--- src/tpm_pkg.sv ---
// package of the two-port terminal multiplexer channel logic
// assumes one 10 MHz clock shared by both ends of the channel
package tpm_pkg;
    localparam int unsigned tpm_word_w = 12;
    localparam int unsigned tpm_buf_depth = 64;
    localparam int unsigned tpm_ptr_w = 7;
    // function code fields (octal codes written in hex)
    localparam logic [2:0] tpm_terminal_select_code = 3'h7;
    localparam logic [2:0] tpm_terminal_deselect_code = 3'h6;
    localparam logic [2:0] tpm_operation_code = 3'h0;
    localparam logic [2:0] tpm_status_summary_read_code = 3'h0;
    localparam logic [2:0] tpm_terminal_data_read_code = 3'h1;
    localparam logic [2:0] tpm_output_buffer_write_code = 3'h2;
    localparam logic [11:0] tpm_select_port0 = 12'he00;
    localparam logic [11:0] tpm_select_port1 = 12'he01;
    // word bit numbers 52..63 map onto channel bits 11..0
    localparam int unsigned tpm_bit_base = 63;
    localparam int unsigned tpm_st_buf_not_full = tpm_bit_base - 59;
    localparam int unsigned tpm_st_input_ready = tpm_bit_base - 60;
    localparam int unsigned tpm_st_carrier = tpm_bit_base - 61;
    localparam int unsigned tpm_st_dsr = tpm_bit_base - 62;
    localparam int unsigned tpm_st_ring = tpm_bit_base - 63;
    localparam int unsigned tpm_rd_dsr = tpm_bit_base - 52;
    localparam int unsigned tpm_rd_dsr_dcd = tpm_bit_base - 53;
    localparam int unsigned tpm_rd_overrun = tpm_bit_base - 54;
    localparam int unsigned tpm_rd_error = tpm_bit_base - 55;
    // host register map (word index)
    localparam logic [3:0] tpm_reg_ctrl = 4'h0;
    localparam logic [3:0] tpm_reg_wdata = 4'h1;
    localparam logic [3:0] tpm_reg_status = 4'h2;
    localparam logic [3:0] tpm_reg_rdata = 4'h3;
    localparam logic [3:0] tpm_reg_irq_stat = 4'h4;
    localparam logic [3:0] tpm_reg_irq_mask = 4'h5;
    localparam int unsigned tpm_irq_w = 3;
    localparam int unsigned tpm_irq_done = 0;
    localparam int unsigned tpm_irq_input = 1;
    localparam int unsigned tpm_irq_stop = 2;
    localparam logic [2:0] tpm_irq_mask_reset = 3'h0;
    typedef enum logic [1:0] {
        tpm_cmd_function = 2'h0,
        tpm_cmd_input = 2'h1,
        tpm_cmd_output = 2'h2,
        tpm_cmd_disconnect = 2'h3
    } tpm_cmd_type;
endpackage

--- src/tpm_chan_if.sv ---
// channel between the peripheral processor end and the multiplexer end
// assumes both ends on ref_clk; the pulses are one cycle wide
`timescale 1ns/10ps
interface tpm_chan_if;
    logic [11:0] data_pp;
    logic [11:0] data_mux;
    logic data_mux_oe;
    logic function_p;
    logic active_p;
    logic inactive_pp;
    logic full_pp;
    logic empty_pp;
    logic inactive_mux;
    logic full_mux;
    logic empty_mux;
    logic mux_drive;
    modport pp (output data_pp, function_p, active_p, inactive_pp, full_pp, empty_pp,
        input data_mux, data_mux_oe, inactive_mux, full_mux, empty_mux, mux_drive);
    modport mux (input data_pp, function_p, active_p, inactive_pp, full_pp, empty_pp,
        output data_mux, data_mux_oe, inactive_mux, full_mux, empty_mux, mux_drive);
endinterface

--- src/tpm_mux.sv ---
// multiplexer end: function decode, status and data words, output buffer
// assumes a uart beside it delivering received characters and taking characters out
//
// Summary of operation
// - code 7000 picks port 0, 7001 port 1
// - deselect code frees the channel
// - status code: one 12-bit status word input
// - status bits 59..63: notfull,ready,dcd,dsr,ring
// - data read: processor activates, inputs one word
// - data bit 52 follows data set ready
// - data bit 53 is dsr and dcd
// - data bit 54 flags overrun
// - data bit 55 flags framing or parity
// - data bits 56..63 hold received character
// - write code opens 64-character output buffer
// - processor activates before sending words
// - inactive from processor ends buffer write
// - last free slot answered inactive, not empty
// - acknowledge 7 codes always, 6 and 0 codes only while selected; ignore others
// - new character overwrites unread one
// - each full word answered with empty, except the one taking the last free slot
`timescale 1ns/10ps
module tpm_mux (
    input wire logic ref_clk,
    input wire logic rst,
    tpm_chan_if.mux chan,
    input wire logic [1:0] dsr,
    input wire logic [1:0] dcd,
    input wire logic [1:0] ring,
    input wire logic rx_valid,
    input wire logic [7:0] rx_char,
    input wire logic rx_frame_err,
    input wire logic rx_parity_err,
    output logic [1:0] tx_valid,
    output logic [7:0] tx_char,
    input wire logic [1:0] tx_ready,
    output logic port_sel
);
    typedef enum logic [4:0] {
        tpm_st_idle = 5'h01,
        tpm_st_status = 5'h02,
        tpm_st_read = 5'h04,
        tpm_st_write = 5'h08,
        tpm_st_off = 5'h10
    } tpm_op_type;

    tpm_op_type op_r;
    logic selected_r;
    logic port_r;
    logic [1:0] dsr_s1_r, dsr_r, dcd_s1_r, dcd_r, ring_s1_r, ring_r;
    logic [7:0] rx_char_r;
    logic rx_full_r, overrun_r, rx_err_r;
    logic [7:0] buf_mem [0:tpm_pkg::tpm_buf_depth-1];
    logic [5:0] wr_ptr_r, rd_ptr_r;
    logic [6:0] count_r;
    logic [11:0] data_r;
    logic oe_r, full_r, empty_r, inactive_r;
    logic [2:0] code;
    logic ack_code, buf_full, buf_push, word_taken, last_slot;

    assign code = chan.data_pp[11:9];
    // deselected only a select code is heard
    assign ack_code = chan.function_p && (code == tpm_pkg::tpm_terminal_select_code ||
        (selected_r && (code == tpm_pkg::tpm_terminal_deselect_code ||
        code == tpm_pkg::tpm_operation_code)));
    assign buf_full = count_r == 7'(tpm_pkg::tpm_buf_depth);
    assign last_slot = count_r == 7'(tpm_pkg::tpm_buf_depth - 1);
    assign buf_push = op_r == tpm_st_write && chan.full_pp && !buf_full;
    assign word_taken = chan.empty_pp && oe_r;

    ////////////////////////////////////////////////////////////////
    // modem lines come from pins: two stages each
    always_ff @(posedge ref_clk or posedge rst) begin
        if (rst) begin
            dsr_s1_r <= 2'h0;
            dsr_r <= 2'h0;
            dcd_s1_r <= 2'h0;
            dcd_r <= 2'h0;
            ring_s1_r <= 2'h0;
            ring_r <= 2'h0;
        end else begin
            dsr_s1_r <= dsr;
            dsr_r <= dsr_s1_r;
            dcd_s1_r <= dcd;
            dcd_r <= dcd_s1_r;
            ring_s1_r <= ring;
            ring_r <= ring_s1_r;
        end
    end

    ////////////////////////////////////////////////////////////////
    // selection
    always_ff @(posedge ref_clk or posedge rst) begin
        if (rst) begin
            selected_r <= 1'b0;
            port_r <= 1'b0;
        end else if (ack_code) begin
            if (chan.data_pp == tpm_pkg::tpm_select_port0 ||
                chan.data_pp == tpm_pkg::tpm_select_port1) begin
                selected_r <= 1'b1;
                port_r <= chan.data_pp[0];
            end else if (code == tpm_pkg::tpm_terminal_deselect_code) begin
                selected_r <= 1'b0;
            end
        end
    end
    assign port_sel = port_r;

    ////////////////////////////////////////////////////////////////
    // operation sequencing
    always_ff @(posedge ref_clk or posedge rst) begin
        if (rst) begin
            op_r <= tpm_st_idle;
        end else if (ack_code) begin
            if (code == tpm_pkg::tpm_operation_code && selected_r) begin
                case (chan.data_pp[8:6])
                    tpm_pkg::tpm_status_summary_read_code: op_r <= tpm_st_status;
                    tpm_pkg::tpm_terminal_data_read_code: op_r <= tpm_st_read;
                    tpm_pkg::tpm_output_buffer_write_code: op_r <= tpm_st_write;
                    default: op_r <= tpm_st_idle;
                endcase
            end else begin
                op_r <= tpm_st_idle;
            end
        end else begin
            case (op_r)
                tpm_st_status, tpm_st_read: begin
                    // one word input then done
                    if (word_taken || chan.inactive_pp)
                        op_r <= tpm_st_idle;
                end
                tpm_st_write: begin
                    if (chan.inactive_pp)
                        op_r <= tpm_st_idle;
                    else if (buf_push && last_slot)
                        op_r <= tpm_st_off;
                end
                tpm_st_off: op_r <= tpm_st_idle;
                tpm_st_idle: op_r <= tpm_st_idle;
                default: op_r <= tpm_st_idle;
            endcase
        end
    end

    ////////////////////////////////////////////////////////////////
    // receive holding register, no queue
    always_ff @(posedge ref_clk or posedge rst) begin
        if (rst) begin
            rx_char_r <= 8'h00;
            rx_full_r <= 1'b0;
            overrun_r <= 1'b0;
            rx_err_r <= 1'b0;
        end else if (rx_valid) begin
            rx_char_r <= rx_char;
            rx_full_r <= 1'b1;
            overrun_r <= rx_full_r;
            rx_err_r <= rx_frame_err | rx_parity_err;
        end else if (op_r == tpm_st_read && word_taken) begin
            rx_full_r <= 1'b0;
            overrun_r <= 1'b0;
        end
    end

    ////////////////////////////////////////////////////////////////
    // output buffer; drains to the selected terminal's transmitter
    always_ff @(posedge ref_clk) begin
        if (buf_push)
            buf_mem[wr_ptr_r] <= chan.data_pp[7:0];
    end
    logic drain;
    assign drain = count_r != 7'h00 && tx_ready[port_r];
    always_ff @(posedge ref_clk or posedge rst) begin
        if (rst) begin
            wr_ptr_r <= 6'h00;
            rd_ptr_r <= 6'h00;
            count_r <= 7'h00;
        end else begin
            if (buf_push)
                wr_ptr_r <= wr_ptr_r + 6'h01;
            if (drain)
                rd_ptr_r <= rd_ptr_r + 6'h01;
            count_r <= count_r + {6'h00, buf_push} - {6'h00, drain};
        end
    end
    always_comb begin
        tx_valid = 2'h0;
        tx_valid[port_r] = count_r != 7'h00;
    end
    assign tx_char = buf_mem[rd_ptr_r];

    ////////////////////////////////////////////////////////////////
    // channel answers
    always_ff @(posedge ref_clk or posedge rst) begin
        if (rst) begin
            data_r <= 12'h000;
            oe_r <= 1'b0;
            full_r <= 1'b0;
            empty_r <= 1'b0;
            inactive_r <= 1'b0;
        end else begin
            full_r <= 1'b0;
            empty_r <= 1'b0;
            inactive_r <= ack_code;
            if (!selected_r || word_taken || chan.inactive_pp) begin
                oe_r <= 1'b0;
            end else if (chan.active_p && !oe_r && op_r == tpm_st_status) begin
                data_r <= 12'h000;
                data_r[tpm_pkg::tpm_st_buf_not_full] <= !buf_full;
                data_r[tpm_pkg::tpm_st_input_ready] <= rx_full_r;
                data_r[tpm_pkg::tpm_st_carrier] <= dcd_r[port_r];
                data_r[tpm_pkg::tpm_st_dsr] <= dsr_r[port_r];
                data_r[tpm_pkg::tpm_st_ring] <= ring_r[port_r];
                oe_r <= 1'b1;
                full_r <= 1'b1;
            end else if (chan.active_p && !oe_r && op_r == tpm_st_read) begin
                data_r[tpm_pkg::tpm_rd_dsr] <= dsr_r[port_r];
                data_r[tpm_pkg::tpm_rd_dsr_dcd] <= dsr_r[port_r] & dcd_r[port_r];
                data_r[tpm_pkg::tpm_rd_overrun] <= overrun_r;
                data_r[tpm_pkg::tpm_rd_error] <= rx_err_r;
                data_r[7:0] <= rx_char_r;
                oe_r <= 1'b1;
                full_r <= 1'b1;
            end
            if (buf_push) begin
                if (last_slot)
                    inactive_r <= 1'b1;
                else
                    empty_r <= 1'b1;
            end
        end
    end
    assign chan.data_mux = data_r;
    assign chan.data_mux_oe = oe_r;
    assign chan.full_mux = full_r;
    assign chan.empty_mux = empty_r;
    assign chan.inactive_mux = inactive_r;
    assign chan.mux_drive = selected_r;
endmodule

--- src/flat_wrapper.sv ---
// flat-port wrapper written by rule: the top's interface ports become plain ports
module tpm_mux_flat 
  (ref_clk, rst, dsr, dcd, ring, rx_valid, rx_char, rx_frame_err, rx_parity_err, tx_valid, tx_char, tx_ready, port_sel, chan_data_pp, chan_function_p, chan_active_p, chan_inactive_pp, chan_full_pp, chan_empty_pp, chan_data_mux, chan_data_mux_oe, chan_inactive_mux, chan_full_mux, chan_empty_mux, chan_mux_drive);
  tpm_chan_if chan_i ();
  input wire logic ref_clk;
  input wire logic rst;
  input wire logic [1:0] dsr;
  input wire logic [1:0] dcd;
  input wire logic [1:0] ring;
  input wire logic rx_valid;
  input wire logic [7:0] rx_char;
  input wire logic rx_frame_err;
  input wire logic rx_parity_err;
  output logic [1:0] tx_valid;
  output logic [7:0] tx_char;
  input wire logic [1:0] tx_ready;
  output logic port_sel;
  input wire logic [$bits(chan_i.data_pp)-1:0] chan_data_pp;
  input wire logic [$bits(chan_i.function_p)-1:0] chan_function_p;
  input wire logic [$bits(chan_i.active_p)-1:0] chan_active_p;
  input wire logic [$bits(chan_i.inactive_pp)-1:0] chan_inactive_pp;
  input wire logic [$bits(chan_i.full_pp)-1:0] chan_full_pp;
  input wire logic [$bits(chan_i.empty_pp)-1:0] chan_empty_pp;
  output wire logic [$bits(chan_i.data_mux)-1:0] chan_data_mux;
  output wire logic [$bits(chan_i.data_mux_oe)-1:0] chan_data_mux_oe;
  output wire logic [$bits(chan_i.inactive_mux)-1:0] chan_inactive_mux;
  output wire logic [$bits(chan_i.full_mux)-1:0] chan_full_mux;
  output wire logic [$bits(chan_i.empty_mux)-1:0] chan_empty_mux;
  output wire logic [$bits(chan_i.mux_drive)-1:0] chan_mux_drive;
  assign chan_i.data_pp = chan_data_pp;
  assign chan_i.function_p = chan_function_p;
  assign chan_i.active_p = chan_active_p;
  assign chan_i.inactive_pp = chan_inactive_pp;
  assign chan_i.full_pp = chan_full_pp;
  assign chan_i.empty_pp = chan_empty_pp;
  assign chan_data_mux = chan_i.data_mux;
  assign chan_data_mux_oe = chan_i.data_mux_oe;
  assign chan_inactive_mux = chan_i.inactive_mux;
  assign chan_full_mux = chan_i.full_mux;
  assign chan_empty_mux = chan_i.empty_mux;
  assign chan_mux_drive = chan_i.mux_drive;
  tpm_mux u_core (.ref_clk(ref_clk), .rst(rst), .chan(chan_i), .dsr(dsr), .dcd(dcd), .ring(ring), .rx_valid(rx_valid), .rx_char(rx_char), .rx_frame_err(rx_frame_err), .rx_parity_err(rx_parity_err), .tx_valid(tx_valid), .tx_char(tx_char), .tx_ready(tx_ready), .port_sel(port_sel));
endmodule
--- config.mk ---
export PLATFORM = sky130hd
export DESIGN_NAME = tpm_mux_flat
export DESIGN_NICKNAME = d
export VERILOG_FILES = /design/src/tpm_pkg.sv /design/src/tpm_chan_if.sv /design/src/tpm_mux.sv /design/src/flat_wrapper.sv
export SDC_FILE = /design/constraint.sdc
export NUM_CORES = 1
export LEC_CHECK = 0
export BUFFER_PORTS_ARGS = -buffer_cell sky130_fd_sc_hd__buf_2
export CAP_MARGIN = 20
export CORE_ASPECT_RATIO = 0.75
export CORE_MARGIN = 4
export CORE_UTILIZATION = 45
export CTS_BUF_LIST = sky130_fd_sc_hd__clkbuf_4
export DETAILED_ROUTE_END_ITERATION = 10
export SLEW_MARGIN = 10
export SYNTH_ARGS = -nofsm -noshare
export SYNTH_HDL_FRONTEND = slang
export SYNTH_SLANG_ARGS = --single-unit
--- constraint.sdc ---
create_clock -name ref_clk -period 3.4 [get_ports ref_clk]
set_input_delay 0.51 -clock ref_clk [delete_from_list [all_inputs] [get_ports ref_clk]]
set_output_delay 0.51 -clock ref_clk [all_outputs]
set_load 0.005 [all_outputs]
==> results of run 1 <==
how the worst max path moves through the flow:
stage	endpoint	startpoint	slack, ns
after detailed placement	tx_char[7]	u_core.rd_ptr_r[1]	0.36
after global routing	tx_char[7]	u_core.rd_ptr_r[0]	-0.36
after CTS	tx_char[3]	u_core.rd_ptr_r[0]	-0.32
final	tx_char[5]	u_core.rd_ptr_r[0]	-0.23
after global placement	tx_char[5]	u_core.rd_ptr_r[0]	0.37
after floorplan	u_core.count_r[6]	u_core.count_r[5]	0.77
through the flow:
| stage | hold slack [ns] | area, sq um | TNS, ns | power (mW) | instances |
|---|---|---|---|---|---|
| global route | 0.132 | 27300 | -2.72 | 21.5 | 2270 |
| finish | 0.182 | 27300 | -1.56 | 20.4 | 2271 |
| CTS | 0.106 | 27200 | -2.48 | 20.5 | 2266 |
| detailed placement | 0.335 | 24500 | 0 | 13.5 | 1979 |
| floorplan | 0.331 | 22900 | 0 | 11.7 | 1207 |
| global placement | 0.337 | 24500 | 0 | 13.4 | 1979 |
synth_stat cells (2+ instances only):
library cell / number
sky130_fd_sc_hd__edfxtp_1: 512
sky130_fd_sc_hd__mux2i_1: 99
sky130_fd_sc_hd__mux4_2: 95
sky130_fd_sc_hd__nor2_1: 80
sky130_fd_sc_hd__dfrtp_1: 64
sky130_fd_sc_hd__nand2_1: 48
sky130_fd_sc_hd__o21ai_0: 25
sky130_fd_sc_hd__clkbuf_1: 21
sky130_fd_sc_hd__buf_2: 18
sky130_fd_sc_hd__a21oi_1: 15
sky130_fd_sc_hd__inv_1: 15
sky130_fd_sc_hd__nand3_1: 15
sky130_fd_sc_hd__ha_1: 13
sky130_fd_sc_hd__mux2_2: 13
sky130_fd_sc_hd__nor2b_1: 13
sky130_fd_sc_hd__o221ai_1: 13
sky130_fd_sc_hd__buf_4: 11
sky130_fd_sc_hd__a211oi_1: 10
sky130_fd_sc_hd__o22ai_1: 9
sky130_fd_sc_hd__o2111ai_1: 8
sky130_fd_sc_hd__o221a_2: 8
sky130_fd_sc_hd__xnor2_1: 8
sky130_fd_sc_hd__and4_1: 7
sky130_fd_sc_hd__xor2_1: 7
sky130_fd_sc_hd__buf_1: 6
sky130_fd_sc_hd__buf_6: 6
sky130_fd_sc_hd__o21ai_1: 6
sky130_fd_sc_hd__a311o_1: 5
sky130_fd_sc_hd__nor3_1: 5
sky130_fd_sc_hd__a21o_1: 4
sky130_fd_sc_hd__nand3b_1: 4
sky130_fd_sc_hd__nand4_1: 4
sky130_fd_sc_hd__and3_1: 3
sky130_fd_sc_hd__nor4_1: 3
sky130_fd_sc_hd__o21bai_1: 3
sky130_fd_sc_hd__a32o_1: 2
sky130_fd_sc_hd__and2_1: 2
sky130_fd_sc_hd__buf_12: 2
sky130_fd_sc_hd__mux4_1: 2
sky130_fd_sc_hd__nand2b_1: 2
sky130_fd_sc_hd__o211ai_1: 2
sky130_fd_sc_hd__o21a_1: 2
cell type report:
class,count,area share (%)
Timing Repair Buffer,223,6.65
Antenna cell,6,0.0549
Multi-Input combinational cell,550,20.8
Clock inverter,31,1.20
Sequential cell,577,62.2
Clock buffer,212,5.82
Tap cell,657,3.01
Inverter,15,0.206
cell families after synthesis:
family          count (synthesis)  share of synthesized area [%]
buf+inv                        80                           1.94
xor+xnor                       15                          0.575
compound gates                119                           3.76
flops                         577                           74.4
fa+ha+maj                      14                          0.799
mux                           209                           14.6
simple gates                  193                           3.95
per-layer routing:
layer,track usage (%),up-vias,share of wire [%]
met4,5.66,0,1.5
met5,0,-,0
met1,31.0,6518,45
met2,31.2,478,46
li1,-,5563,-
met3,6.02,63,7.2
registers in the layout, indices dropped and copies added (netlist names), 2 cells and up:
| signal | count |
|---|---|
| u_core.buf_mem | 512 |
| u_core.wr_ptr_r | 6 |
| u_core.op_r | 5 |
| u_core.ring_s1_r | 2 |
| u_core.count_r | 7 |
| u_core.rx_char_r | 8 |
| u_core.dcd_s1_r | 2 |
| u_core.chan.data_mux | 12 |
| u_core.ring_r | 2 |
| u_core.dcd_r | 2 |
| u_core.dsr_s1_r | 2 |
| u_core.rd_ptr_r | 6 |
| u_core.dsr_r | 2 |
power groups by stage:
stage	Sequential (mW)	Clock (mW)	Combinational (mW)
2_1_floorplan	8.02	0	3.63
3_3_place_gp	8.15	0	5.26
3_5_place_dp	8.15	0	5.31
4_1_cts	7.99	6.28	6.18
5_1_grt	8.01	6.72	6.73
6_report	8.00	6.10	6.33
repair_timing:
item | CTS | global route
endpoints found under the setup margin | 8 | 8
gates cloned | 2 | 0
pin swaps | 14 | 9
endpoints found under the hold margin | 38 | 0
hold buffers | 29 | 0
resized for setup | 61 | 36
setup buffers | 13 | 1
worst max-delay path: cells and delay by family, from the launching register on:
kind	cells	cell delay (ns)
mux	2	0.77
flops	1	0.45
buf+inv	3	0.40
simple gates	2	0.32
compound gates	1	0.32
==> run_results.csv, run 1 <==
group,metric,value,unit
final_layout,fill_cells,3961,
synthesis,synth-main-ff-cell,"sky130_fd_sc_hd__edfxtp_1",
global_routing,grt_pass1_vias,12800,
power_and_ir_drop,internal,14.3,mW
floorplan,die_h,203,um
synthesis,synth_top_area_share,67.3,%
synthesis,yosys_register_bits,577,
power_and_ir_drop,seq_power_share,39.2,%
drt,detailed_routing_iteration_count_for_the_pre_antenna_repair_pass,5,
run_status,status,"finished, violations left",
min_path,hold_path_class,"input port to flop",
synthesis,synth_top_area_cell,"sky130_fd_sc_hd__edfxtp_1",
sta,worst-slew-pin-transition,0.826,ns
sta,setup_viol,8,
critical_path,r2r-end,"u_core.count_r[6]",
critical_path,timing.critical_path.cells,"buf_16, buf_12, mux4_2, mux2i_4, nor2_1, a311o_1, and4_4, buf_2",
cts,clock_sink_count,577,
synthesis,synth-seq-area-share,74.4,%
final_layout,nets_final,1564,
min_path,hp-start,"chan_data_pp[2]",
power_and_ir_drop,irDropWorstVdd,437,uV
final_layout,post_route_cells_drive_above_1_share,37.1,%
critical_path,critical_path_peak_fanout,8,
cts,clock_latency,0.87,ns
min_path,cell_count_of_the_worst_hold_path,4,
min_path,holdPathEnd,"u_core.port_sel",
final_layout,ff_latch_area,17000,sq um
floorplan,fp-row-count,71,
sta,worst_clock_skew,0.0514,ns
sta,final.setup.worst_slack,-0.227,ns
floorplan,initial_core_util,45.5,%
drt,via_count,12600,
critical_path,crit_path_start_kind,"flop",
cts,clockBufferDepth,3,
final_layout,multi_input_comb_area,5690,sq um
critical_path,critical-path-slowest-cell,"sky130_fd_sc_hd__mux4_2",
synthesis,synth-warning-count,0,
drt,routed_wl,56300,um
cts,tritoncts,"built",
sta,max_freq,276,MHz
final_layout,post_layout_utilization_of_the_core,54.5,%
synthesis,syn-cell-area,22900,sq um
critical_path,setup.reg_to_reg.worst_slack,0.46,ns
power_and_ir_drop,total_leakage_power,9.66,nW
power_and_ir_drop,switchingPower,6.16,mW
power_and_ir_drop,power-per-cell-area,747,nW/um^2
cts,htreeDepth,4,
global_routing,global_route_wire_length_before_repair,83700,um
synthesis,syn-instance-count,1207,
final_layout,layout-area-overhead-vs-synth,19.6,%
synthesis,ys_types,59,
sta,worst_relative_slew_slack,44.9,%
placed_design,dp_hpwl,33700,um
critical_path,crit_arrival,3.12,ns
drt,post-route-drc-count,0,
synthesis,synth_enable_flop_cells,512,
cts,root_driver,"sky130_fd_sc_hd__clkbuf_4",
drt,ant_nets,0,
power_and_ir_drop,power.clock.fraction,29.8,%
drt,detail_route.vias_per_cell,5.56,
sta,final_hold_viols,0,
drt,routed_wire_length_per_instance,24.8,um
critical_path,worst_path_largest_cell_delay,0.55,ns
power_and_ir_drop,netSwitchingFraction,30.2,%
critical_path,cell_depth_of_the_worst_flop_to_flop_path,14,
synthesis,post_synth.cell_area_avg,18.9,sq um
critical_path,critPathCaptureType,"primary output",
final_layout,layout.cells.most_common,"sky130_fd_sc_hd__edfxtp_1",
run_status,violations_in_the_final_reports,"setup timing",
critical_path,cp_data_required_time,2.89,ns
floorplan,coreArea,50200,sq um
synthesis,asyncSetResetFlopFracSynth,11.3,%
placed_design,port_buffers,65,
global_routing,final_global_route_overflow_total,0,
synthesis,ys_top_cells_by_area,"sky130_fd_sc_hd__edfxtp_1 67%, sky130_fd_sc_hd__mux4_2 9.4%, sky130_fd_sc_hd__dfrtp_1 7.0%, sky130_fd_sc_hd__mux2i_1 4.3%, sky130_fd_sc_hd__nor2_1 1.3%",
synthesis,synthesis.nets,1259,
floorplan,die-area,54500,sq um
placed_design,placement.setup.worst_slack,0.360,ns
cts,numCtsBuffers,145,
global_routing,grt_max_degree,68,
floorplan,die_width,268,um
global_routing,antenna_found_initial,4,
placed_design,gpl.final_weighted_congestion,0.841,
cts,path_clk_slew,0.06,ns
drt,drt_iter0_markers,1289,
floorplan,boundaryPins,66,
sta,rsz0062_at_grt,"yes",
final_layout,final_cell_mix,"512 x sky130_fd_sc_hd__edfxtp_1, 212 x sky130_fd_sc_hd__clkbuf_4, 108 x sky130_fd_sc_hd__buf_4, 97 x sky130_fd_sc_hd__mux4_2, 79 x sky130_fd_sc_hd__mux2i_1",
sta,timing.final.crit_share,107,%
critical_path,worst-setup-path-type,"flop to primary output",
critical_path,critical_path.reg2reg.startpoint,"u_core.count_r[4]",
global_routing,grt_use_total,21.1,%
sta,min_period,3.63,ns
power_and_ir_drop,combPwrFrac,31.0,%
flow_run,drv_cap,0,
sta,report.final.slew_viol_count,0,
Power figures use the tool's default switching activity.
==> inputs of run 2 (changes only) <==
--- a/config.mk
+++ b/config.mk
@@ -13,4 +13,5 @@
 export CTS_BUF_LIST = sky130_fd_sc_hd__clkbuf_4
 export DETAILED_ROUTE_END_ITERATION = 10
+export SETUP_SLACK_MARGIN = 0.1
 export SLEW_MARGIN = 10
 export SYNTH_ARGS = -nofsm -noshare
==> constraint.sdc (replaced) <==
create_clock -name ref_clk -period 3.4 [get_ports ref_clk]
set_input_delay 0.17 -clock ref_clk [delete_from_list [all_inputs] [get_ports ref_clk]]
set_output_delay 0.17 -clock ref_clk [all_outputs]
set_load 0.005 [all_outputs]
==> run_results.csv, run 2 (same netlist as run 1, synthesis figures left out) <==
group,metric,value,unit
cts,tritoncts,"built",
power_and_ir_drop,internal,13.9,mW
floorplan,boundaryPins,66,
floorplan,die_width,268,um
critical_path,critical_path_peak_fanout,6,
critical_path,timing.critical_path.depth,10,
critical_path,crit_arrival,3.19,ns
global_routing,final_global_route_overflow_total,0,
power_and_ir_drop,power-per-cell-area,726,nW/um^2
critical_path,timing.critical_path.cells,"buf_12, buf_12, buf_12, buf_4, mux2i_1, o22ai_1, a211oi_1, o21ai_0, and4_4, buf_6",
global_routing,grt_use_total,21.0,%
cts,clock_latency,0.86,ns
drt,ant_nets,0,
critical_path,critPathCaptureType,"primary output",
critical_path,cp_data_required_time,3.23,ns
critical_path,worst-setup-path-type,"flop to primary output",
global_routing,grt_pass1_vias,13200,
cts,clockBufferDepth,3,
critical_path,crit_top_cell,"sky130_fd_sc_hd__buf_12",
sta,timing.final.crit_share,98.7,%
final_layout,largest_reg_flops,512,
critical_path,crit_family,"buffers and inverters",
power_and_ir_drop,power.clock.fraction,27.8,%
critical_path,cell_depth_of_the_worst_flop_to_flop_path,12,
sta,setup_viol,0,
floorplan,coreArea,50200,sq um
cts,numCtsBuffers,145,
run_status,status,"completed",
sta,min_period,3.36,ns
global_routing,global_route_wire_length_before_repair,84200,um
cts,clock_sink_count,577,
sta,report.final.slew_viol_count,0,
global_routing,grt_max_degree,68,
final_layout,layout-area-overhead-vs-synth,20.6,%
power_and_ir_drop,irDropWorstVdd,399,uV
cts,htreeDepth,4,
final_layout,nets_final,1607,
sta,final_hold_viols,0,
placed_design,dp_hpwl,33500,um
placed_design,gpl.final_weighted_congestion,0.823,
sta,final.hold.worst_slack,0.150,ns
min_path,hold_path_class,"input port to flop",
final_layout,layout.cells.most_common,"sky130_fd_sc_hd__edfxtp_1",
critical_path,crit_path_start_kind,"flop",
sta,worst_clock_skew,0.0507,ns
drt,routed_wire_length_per_instance,24.0,um
critical_path,setup.reg_to_reg.worst_slack,0.47,ns
drt,detail_route.vias_per_cell,5.48,
drt,routed_wl,55400,um
final_layout,post_layout_utilization_of_the_core,54.9,%
drt,post-route-drc-count,0,
power_and_ir_drop,combPwrFrac,32.2,%
critical_path,worstPathBufferInverterCount,5,
final_layout,registers.top_by_ff_count,"u_core.buf_mem",
critical_path,critical_path.reg2reg.startpoint,"u_core.port_sel",
drt,drt_iter0_markers,1023,
drt,via_count,12700,
critical_path,capturing_element_of_the_worst_setup_path,"tx_char[5]",
global_routing,antenna_found_initial,2,
sta,rsz0062_at_grt,"yes",
sta,worst_relative_slew_slack,46.1,%
placed_design,port_buffers,65,
critical_path,critical-path-slowest-cell,"sky130_fd_sc_hd__dfrtp_4",
critical_path,critical_path.startpoint,"u_core.rd_ptr_r[0]",
floorplan,die_h,203,um
final_layout,post_route_cells_drive_above_1_share,35.6,%
sta,max_freq,298,MHz
power_and_ir_drop,seq_power_share,40.1,%
sta,worst-slew-pin-transition,0.806,ns
final_layout,final_cell_mix,"512 x sky130_fd_sc_hd__edfxtp_1, 210 x sky130_fd_sc_hd__clkbuf_4, 113 x sky130_fd_sc_hd__buf_4, 97 x sky130_fd_sc_hd__mux4_2, 86 x sky130_fd_sc_hd__mux2i_1",
flow_run,drv_cap,0,
floorplan,die-area,54500,sq um
floorplan,initial_core_util,45.5,%
cts,root_driver,"sky130_fd_sc_hd__clkbuf_4",
power_and_ir_drop,total_leakage_power,9.82,nW
floorplan,fp-row-count,71,
critical_path,r2r-end,"u_core.count_r[6]",
power_and_ir_drop,switchingPower,6.06,mW
drt,detailed_routing_iteration_count_for_the_pre_antenna_repair_pass,4,
critical_path,worst_path_largest_cell_delay,0.49,ns
cts,path_clk_slew,0.07,ns
power_and_ir_drop,netSwitchingFraction,30.3,%
==> run 2: worst min-delay path by stage <==
stage | slack, ns | startpoint | end | depth (start not counted)
floorplan | 0.20 | dcd[0] | u_core.dcd_s1_r[0] | 0
global placement | 0.28 | dcd[1] | u_core.dcd_s1_r[1] | 1
detailed placement | 0.28 | dsr[0] | u_core.dsr_s1_r[0] | 1
CTS | 0.03 | chan_data_pp[10] | u_core.chan.inactive_mux | 5
global route | 0.07 | chan_data_pp[3] | u_core.buf_mem[15][3] | 2
finish | 0.15 | chan_data_pp[3] | u_core.buf_mem[15][3] | 2
==> run 2: worst reg2reg max path, stage by stage (launching register included) <==
cell and delay, ns:
sky130_fd_sc_hd__dfrtp_1 0.40, sky130_fd_sc_hd__mux2i_1 0.21, sky130_fd_sc_hd__dlygate4sd3_1 0.58, sky130_fd_sc_hd__nor2_1 0.06, sky130_fd_sc_hd__ha_1 0.28, sky130_fd_sc_hd__inv_1 0.04
sky130_fd_sc_hd__ha_1 0.20, sky130_fd_sc_hd__fa_1 0.44, sky130_fd_sc_hd__a21oi_1 0.16, sky130_fd_sc_hd__o21bai_1 0.10, sky130_fd_sc_hd__a21oi_1 0.15, sky130_fd_sc_hd__o21bai_1 0.09
sky130_fd_sc_hd__xnor2_1 0.13
==> run 2: power by group through the flow <==
stage	clock network, mW	registers (mW)	logic, mW
after floorplan	0	8.02	3.63
after global placement	0	8.22	5.25
after detailed placement	0	8.22	5.25
after CTS	5.73	8.00	6.15
after global routing	6.16	8.02	6.84
final	5.55	8.01	6.43
==> run 2: layout make-up <==
class / count / area (sq um)
sequential: 577 / 17000
tap: 657 / 822
antenna: 5 / 12.5
clock buffer: 210 / 1580
inverter: 15 / 56.3
clock inverter: 32 / 155
fill: 3942 / 22600
multi-input combinational: 550 / 5600
timing repair buffer: 266 / 2320
==> run 2: what timing repair did <==
| item | 4_1_cts | 5_1_grt |
|---|---|---|
| endpoints found under the setup margin | 8 | 8 |
| pin swaps | 9 | 12 |
| buffers inserted | 14 | 4 |
| hold endpoints to repair | 205 | 71 |
| hold buffers | 62 | 2 |
| gates cloned | 4 | 0 |
| gates resized for setup | 44 | 27 |
==> run 2: layer usage <==
layer	GRT usage, %	part of all wire (%)	vias up
met5	0	0	-
met4	5.46	1.4	0
met3	6.02	7.0	62
met2	30.4	45	459
met1	31.4	47	6490
li1	-	-	5650
==> run 2: stage by stage <==
step                      setup slack (ns)  cell area (sq um)  total power, mW  std cells  TNS [ns]
after floorplan                      0.767              22900             11.7       1207         0
after global placement               0.623              24600             13.5       1977         0
after detailed placement             0.527              24600             13.5       1977         0
after CTS                          -0.0308              27300             19.9       2299   -0.0608
after global routing               -0.0803              27600             21.0       2312    -0.276
final                               0.0446              27600             20.0       2312         0
